--- src/hw/clk_ctrl_pkg.sv ---
// Constants for the system clock control block: register map, field layout, reset values.
// Assumes a 32-bit Avalon-MM slave with byte addresses and one word per register.
//
// Functional notes
// - After reset the system clock runs from the ring oscillator.
// - Main oscillator starts in ceramic mode with RC mode off.
// - RC-select disables ceramic operation and enables RC oscillation.
// - RC-select acts once after reset; the choice holds until reset.
// - Oscillator-control bit 2 set stops sub-oscillator and gives pins to port.
// - Clock-mode register sets the system clock; load writes it from accumulator.
// - Read-clock-mode copies the clock-mode register into the accumulator.
// - Oscillator-control register starts or stops each oscillator; written by load.
// - System and instruction clocks come through a multiplexer then a divider.
// - Mode bits 3:2 select through, /2, /4, /8; reset value 1100.
// - Mode bits 1:0 pick ring, main or sub source; code 11 never used.
// - Control bit 1 stops main, bit 0 stops ring; all reset to zero.
package clk_ctrl_pkg;
	localparam logic [3:0] OFS_CLOCK_MODE = 4'h0;
	localparam logic [3:0] OFS_OSC_CTRL = 4'h4;
	localparam logic [3:0] OFS_RC_SELECT = 4'h8;
	localparam logic [3:0] OFS_STATUS = 4'hC;
	localparam int MODE_SRC_LSB = 0;
	localparam int MODE_DIV_LSB = 2;
	localparam int OSC_RING_STOP_BIT = 0;
	localparam int OSC_MAIN_STOP_BIT = 1;
	localparam int OSC_SUB_STOP_BIT = 2;
	localparam logic [3:0] MODE_RESET = 4'hC;
	localparam logic [2:0] OSC_CTRL_RESET = 3'h0;
	localparam logic [1:0] SRC_RING = 2'h0;
	localparam logic [1:0] SRC_MAIN = 2'h1;
	localparam logic [1:0] SRC_SUB = 2'h2;
	localparam logic [1:0] SRC_NONE = 2'h3;
	localparam logic [1:0] DIV_THROUGH = 2'h0;
	localparam logic [1:0] DIV_BY_2 = 2'h1;
	localparam logic [1:0] DIV_BY_4 = 2'h2;
	localparam logic [1:0] DIV_BY_8 = 2'h3;
	typedef enum logic [1:0] {REG_MODE, REG_OSC, REG_RC, REG_STATUS} reg_sel_t;
endpackage

--- src/hw/system_clock_control.sv ---
// System clock control: source multiplexer, divider, oscillator start/stop and RC select.
// Assumes oscillator outputs arrive as asynchronous levels that are slow next to clk,
// and that a 32-bit Avalon-MM master stands in for the accumulator transfer instructions.
`timescale 1ns/1ps

module system_clock_control
	import clk_ctrl_pkg::*;
(
	input wire logic clk,
	input wire logic rst_n,
	input wire logic [3:0] avs_address,
	input wire logic avs_read,
	input wire logic avs_write,
	input wire logic [3:0] avs_byteenable,
	input wire logic [31:0] avs_writedata,
	output logic [31:0] avs_readdata,
	output logic avs_waitrequest,
	input wire logic ring_osc_clock,
	input wire logic primary_osc_clock,
	input wire logic secondary_osc_clock,
	output logic sys_clk,
	output logic instr_tick,
	output logic ring_osc_en,
	output logic main_osc_en,
	output logic main_ceramic_en,
	output logic main_rc_en,
	output logic sub_osc_en,
	output logic port_pins_sel
);

	// Every flip-flop of the block lives in this one record.
	typedef struct packed {
		logic [2:0] sync1;
		logic [2:0] sync2;
		logic [2:0] src_prev;
		logic [2:0] div_cnt;
		logic [3:0] mode;
		logic [2:0] osc_stop;
		logic rc_mode;
		logic rc_done;
		logic sys_clk;
		logic instr_tick;
		logic wait_req;
		logic [31:0] rdata;
		logic [1:0] cur_src;
		logic [2:0] osc_run;
		logic ceramic;
		logic mode_seen;
	} state_t;

	state_t st_ff;
	state_t nxt_st;

	// Maps a byte address onto a register, or reports it unmapped.
	function automatic logic decode_hit(input logic [3:0] addr, output reg_sel_t sel);
		decode_hit = 1'b1;
		sel = REG_STATUS;
		case (addr)
			OFS_CLOCK_MODE: sel = REG_MODE;
			OFS_OSC_CTRL: sel = REG_OSC;
			OFS_RC_SELECT: sel = REG_RC;
			OFS_STATUS: sel = REG_STATUS;
			default: decode_hit = 1'b0;
		endcase
	endfunction

	// Picks the synchronised level of the chosen source, gated by its stop bit.
	function automatic logic pick_source(input logic [1:0] src, input logic [2:0] lvl,
		input logic [2:0] stop);
		case (src)
			SRC_RING: pick_source = lvl[0] & ~stop[OSC_RING_STOP_BIT];
			SRC_MAIN: pick_source = lvl[1] & ~stop[OSC_MAIN_STOP_BIT];
			SRC_SUB: pick_source = lvl[2] & ~stop[OSC_SUB_STOP_BIT];
			default: pick_source = 1'b0;
		endcase
	endfunction

	logic wr_acc;
	logic rd_req;
	logic wr_hit;
	logic rd_hit;
	reg_sel_t wr_sel;
	reg_sel_t rd_sel;
	logic src_lvl;
	logic src_rise;
	logic div_lvl;

	// The write takes effect at the edge where waitrequest is seen low.
	always_comb begin
		wr_acc = avs_write & ~st_ff.wait_req & avs_byteenable[0];
		rd_req = avs_read & st_ff.wait_req;
		wr_hit = decode_hit(avs_address, wr_sel);
		rd_hit = decode_hit(avs_address, rd_sel);
	end

	// Source multiplexer, then the divider taps the edge counter.
	always_comb begin
		src_lvl = pick_source(st_ff.cur_src, st_ff.sync2, st_ff.osc_stop);
		src_rise = src_lvl & ~st_ff.src_prev[0];
		case (st_ff.mode[MODE_DIV_LSB +: 2])
			DIV_THROUGH: div_lvl = src_lvl;
			DIV_BY_2: div_lvl = st_ff.div_cnt[0];
			DIV_BY_4: div_lvl = st_ff.div_cnt[1];
			DIV_BY_8: div_lvl = st_ff.div_cnt[2];
			default: div_lvl = 1'b0;
		endcase
	end

	// Next-state logic for the whole block.
	always_comb begin
		nxt_st = st_ff;
		// Two flip-flops on each oscillator before anything looks at it.
		nxt_st.sync1 = {secondary_osc_clock, primary_osc_clock, ring_osc_clock};
		nxt_st.sync2 = st_ff.sync1;
		nxt_st.src_prev = {2'b00, src_lvl};
		if (src_rise) begin
			nxt_st.div_cnt = st_ff.div_cnt + 3'd1;
		end
		nxt_st.sys_clk = div_lvl;
		nxt_st.instr_tick = div_lvl & ~st_ff.sys_clk;
		// The source changes on a rising divided edge, or while the source level and the system clock are both low.
		if (div_lvl & ~st_ff.sys_clk) begin
			nxt_st.cur_src = st_ff.mode[MODE_SRC_LSB +: 2];
		end
		if (st_ff.mode[MODE_SRC_LSB +: 2] != st_ff.cur_src && ~src_lvl && ~st_ff.sys_clk) begin
			nxt_st.cur_src = st_ff.mode[MODE_SRC_LSB +: 2];
		end

		// One wait cycle per access, then one cycle of waitrequest low.
		nxt_st.wait_req = ~((avs_read | avs_write) & st_ff.wait_req);
		if (rd_req) begin
			nxt_st.rdata = 32'h0000_0000;
			if (rd_hit) begin
				case (rd_sel)
					REG_MODE: nxt_st.rdata[3:0] = st_ff.mode;
					REG_STATUS: nxt_st.rdata[7:0] = {st_ff.rc_done, st_ff.rc_mode,
						st_ff.osc_stop, st_ff.cur_src, st_ff.sys_clk};
					default: nxt_st.rdata = 32'h0000_0000;
				endcase
			end
		end

		if (wr_acc && wr_hit) begin
			case (wr_sel)
				REG_MODE: begin
					nxt_st.mode_seen = 1'b1;
					nxt_st.mode[MODE_DIV_LSB +: 2] = avs_writedata[MODE_DIV_LSB +: 2];
					// Code 11 is refused; the source stays as it was.
					if (avs_writedata[MODE_SRC_LSB +: 2] != SRC_NONE) begin
						nxt_st.mode[MODE_SRC_LSB +: 2] = avs_writedata[MODE_SRC_LSB +: 2];
					end
				end
				REG_OSC: nxt_st.osc_stop = avs_writedata[2:0];
				REG_RC: begin
					// Only the first select after reset counts.
					if (!st_ff.rc_done) begin
						nxt_st.rc_mode = 1'b1;
						nxt_st.rc_done = 1'b1;
					end
				end
				default: nxt_st.rc_done = st_ff.rc_done;
			endcase
		end
		// Enable copies are registered so that every output leaves straight from a flop.
		nxt_st.osc_run = ~nxt_st.osc_stop;
		nxt_st.ceramic = ~nxt_st.rc_mode;
	end

	// Registers the record; reset puts the block on the ring oscillator.
	always_ff @(posedge clk or negedge rst_n) begin
		if (!rst_n) begin
			st_ff.sync1 <= 3'h0;
			st_ff.sync2 <= 3'h0;
			st_ff.src_prev <= 3'h0;
			st_ff.div_cnt <= 3'h0;
			st_ff.mode <= MODE_RESET;
			st_ff.osc_stop <= OSC_CTRL_RESET;
			st_ff.rc_mode <= 1'b0;
			st_ff.rc_done <= 1'b0;
			st_ff.sys_clk <= 1'b0;
			st_ff.instr_tick <= 1'b0;
			st_ff.wait_req <= 1'b1;
			st_ff.rdata <= 32'h0000_0000;
			st_ff.cur_src <= SRC_RING;
			st_ff.osc_run <= ~OSC_CTRL_RESET;
			st_ff.ceramic <= 1'b1;
			st_ff.mode_seen <= 1'b0;
		end else begin
			st_ff <= nxt_st;
		end
	end

	// Outputs come straight from the record.
	assign avs_readdata = st_ff.rdata;
	assign avs_waitrequest = st_ff.wait_req;
	assign sys_clk = st_ff.sys_clk;
	assign instr_tick = st_ff.instr_tick;
	assign ring_osc_en = st_ff.osc_run[OSC_RING_STOP_BIT];
	assign main_osc_en = st_ff.osc_run[OSC_MAIN_STOP_BIT];
	assign main_ceramic_en = st_ff.ceramic;
	assign main_rc_en = st_ff.rc_mode;
	assign sub_osc_en = st_ff.osc_run[OSC_SUB_STOP_BIT];
	assign port_pins_sel = st_ff.osc_stop[OSC_SUB_STOP_BIT];
endmodule
--- config.mk ---
export PLATFORM = sky130hd
export DESIGN_NAME = system_clock_control
export DESIGN_NICKNAME = d
export VERILOG_FILES = /design/src/hw/clk_ctrl_pkg.sv /design/src/hw/system_clock_control.sv
export SDC_FILE = /design/constraint.sdc
export NUM_CORES = 1
export LEC_CHECK = 0
export ABC_AREA = 1
export BUFFER_PORTS_ARGS = -buffer_cell sky130_fd_sc_hd__buf_2
export CAP_MARGIN = 15
export CELL_PAD_IN_SITES_DETAIL_PLACEMENT = 1
export CELL_PAD_IN_SITES_GLOBAL_PLACEMENT = 1
export CORE_MARGIN = 10
export CORE_UTILIZATION = 29
export CTS_CLUSTER_DIAMETER = 30
export DETAILED_ROUTE_END_ITERATION = 8
export PLACE_DENSITY = 0.84
export REMOVE_ABC_BUFFERS = 1
export SYNTH_ARGS = -nofsm -noshare
export SYNTH_HDL_FRONTEND = slang
export SYNTH_SLANG_ARGS = --single-unit
--- constraint.sdc ---
create_clock -name clk -period 1.2 [get_ports clk]
set_input_delay 0 -clock clk [delete_from_list [all_inputs] [get_ports clk]]
set_output_delay 0 -clock clk [all_outputs]
set_load 0.05 [all_outputs]
==> results.sh <==
export IMPL_outcome="complete, but fails checks"
export IMPL_violations="negative setup slack"
export IMPL_area_growth_pct=27.0
export IMPL_final_area_um2=2300
export IMPL_worstHoldStart="avs_address[3]"
export IMPL_insertedDiodeCount=0
export IMPL_rr_endpoint="st_ff[6]$_DFFE_PN0P_"
export IMPL_preCtsSetupSlack_ns=-0.0854
export IMPL_dpl_cell_area_um2=2000
export IMPL_final_cells=330
export IMPL_crit_path_end_kind="register"
export IMPL_grt_pass1_wl_um=7290
export IMPL_total_power_mw=3.35
export IMPL_clockBufferDepth=2
export IMPL_cp_cell_sequence="nor2_1, nand2_1, nand3_4, nand2_4, nand2_4, nand2_4, nand3_1, nand2_1"
export IMPL_startpoint="st_ff[5]$_DFFE_PN0P_"
export IMPL_synth_area_leader_cell="dfrtp_1"
export IMPL_slew_viol_final=0
export IMPL_die_w_um=99.0
export IMPL_numCtsBuffers=5
export IMPL_setup_violations=9
export IMPL_yosys_top_cells_area="dfrtp_1 40%, buf_4 13%, dfstp_2 10%"
export IMPL_cp_top_family="simple AND/OR/NAND/NOR gates"
export IMPL_io_pins=88
export IMPL_drt_pass1_iterations=4
export IMPL_rsz0062_at_grt="true"
export IMPL_worstRegToRegCells=8
export IMPL_worstPathRequired_ns=1.38
export IMPL_drtIter0Drc=15
export IMPL_cap_violations=0
export IMPL_clockRootBuffer="clkbuf_8"
export IMPL_rrSetupSlack_ns=-0.09
export IMPL_syn_area_um2=1810
export IMPL_final_util_pct=38.4
export IMPL_ys_seq_area_share_pct=50.2
export IMPL_min_delay_path_depth=3
export IMPL_pwr_density_cell_nw_per_um2=1460
export IMPL_setup_ws_ns=-0.0928
export IMPL_r2r_start="st_ff[5]$_DFFE_PN0P_"
export IMPL_cts_tree="done"
export IMPL_cts_sinks=36
export IMPL_irDropWorstVdd_mv=0.752
export IMPL_p_leak_nw=1.23
export IMPL_yosysUniqueCellTypes=26
export IMPL_routedWlPerCell_um=13.6
export IMPL_routed_via_density=4.13
export IMPL_setup_tns_ns=-0.553
export IMPL_synthDominantCellAreaShare_pct=40.1
export IMPL_yosysWarningCount=0
export IMPL_grt_pass1_vias=1509
export IMPL_cpMostUsedCell="nand2_4"
export IMPL_rows=28
export IMPL_critPathMaxFanout=6
export IMPL_max_freq_ghz=0.774
export IMPL_holdPathEnd="st_ff[42]$_DFFE_PN0P_"
export IMPL_crit_buf_inv=0
export IMPL_most_common_layout_cells="31 x inv_1, 31 x buf_2, 28 x nand2_1, 27 x dfrtp_1, 24 x conb_1"
export IMPL_drc=0
export IMPL_ant_nets=0
export IMPL_post_route_period_util_pct=108
export IMPL_cts_reportedPaths_clkPinSlew_ns=0.07
export IMPL_critPathSlowestCell="dfrtp_2"
export IMPL_die_h_um=99.0
export IMPL_grt_max_degree=21
export IMPL_core_area_um2=5990
export IMPL_initial_core_util_pct=30.2
export IMPL_drive_gt1_share_pct=37.3
export IMPL_final_nets=304
export IMPL_die_area_um2=9800
export IMPL_hold_ws_ns=0.0516
export IMPL_vias=1363
export IMPL_port_buffers=32
export IMPL_period_minus_slack_ns=1.29
export IMPL_worstSetupStartpointType="register"
export IMPL_slowest_delay_ns=0.44
export IMPL_cts_max_level=2
export IMPL_avgSynthCellArea_um2=9.14
export IMPL_grt_overflow_total=0
export IMPL_gp_congestion=0.792
export IMPL_critPathKind="reg -> reg"
export IMPL_hold_path_class="in -> reg"
export IMPL_arrival_ns=1.47
export IMPL_dp_hpwl_um=3390
export IMPL_synth_cells=198
export IMPL_placed_cells=306
export IMPL_wl_um=4500
export IMPL_clock_skew_ns=0.00523
export IMPL_antenna_found_initial=0
export IMPL_clkLatencyLatePin_ns=0.29
export IMPL_grtUsageTotal_pct=9.19
export IMPL_synth_seq_cells=36
export IMPL_hold_viol=0
==> kinds of logic after synthesis <==
kind of cell	synth area share (%)
fa+ha+maj	2.07
other cells	0.207
xor+xnor	0.968
buf+inv	20.7
flops	50.2
compound gates	6.98
simple gates	18.8
==> Yosys cell counts <==
cell type,number
inv_1,34
nand2_1,34
buf_4,32
dfrtp_1,29
nor2_1,12
o21ai_0,12
dfstp_2,7
nand3_1,7
o22ai_1,4
ha_1,3
nand2_4,3
o21ai_2,3
a21oi_1,2
inv_2,2
nand2_2,2
nor2_2,2
conb_1,1
nand3_2,1
nand3_4,1
nand3b_1,1
nand4_1,1
nand4_4,1
nor2_4,1
o21ai_1,1
xnor2_1,1
xor2_1,1
==> tightest hold or removal path, cell delays in order <==
cell and delay, ns:
buf_2 0.10, nand3_1 0.12, nand2_1 0.09
==> how the worst max path moves through the flow <==
stage	end	slack, ns	cells past startpoint
after floorplan	st_ff[6]$_DFFE_PN0P_	-0.16	7
after global placement	st_ff[6]$_DFFE_PN0P_	-0.01	8
after detailed placement	st_ff[6]$_DFFE_PN0P_	-0.09	8
after CTS	st_ff[6]$_DFFE_PN0P_	-0.1	10
after global routing	st_ff[5]$_DFFE_PN0P_	-0.18	8
final	st_ff[6]$_DFFE_PN0P_	-0.09	8
==> cell type report <==
class / count / area (um2)
well taps: 75 / 93.8
inverters: 36 / 135
flip-flops and latches: 36 / 912
repair buffers: 58 / 395
clock buffers: 8 / 90.1
multi-input cells: 117 / 673
fillers: 716 / 3690
==> state kept, by name, indices dropped and copies added, names as in the netlist <==
name,cells
main_osc_en,1
ring_osc_en,1
sys_clk,1
instr_tick,1
st_ff,16
main_ceramic_en,1
avs_waitrequest,1
main_rc_en,1
port_pins_sel,1
nxt_st,3
avs_readdata,8
sub_osc_en,1
==> power breakdown <==
group	switching (mW)	total, mW	leakage, nW	internal [mW]
Clock	0.415	0.883	0.0455	0.468
Combinational	0.697	1.03	0.768	0.331
Sequential	0.100	1.44	0.415	1.34
==> metal layers <==
| layer | wire (um) | vias to the layer above | track usage, % |
|---|---|---|---|
| met5 | 0 | - | 0 |
| met4 | 81 | 0 | 4.30 |
| met3 | 268 | 7 | 3.42 |
| met2 | 2460 | 34 | 16.5 |
| met1 | 1680 | 663 | 9.17 |
| li1 | - | 659 | - |
==> timing repair <==
| action | in CTS | in global routing |
|---|---|---|
| hold buffers | 10 | 0 |
| pin swaps | 2 | 9 |
| hold endpoints to repair | 45 | 0 |
| setup endpoints to repair | 3 | 19 |
| resized for setup | 3 | 26 |
| buffers inserted | 3 | 4 |
(Power assumes the default switching activity.)
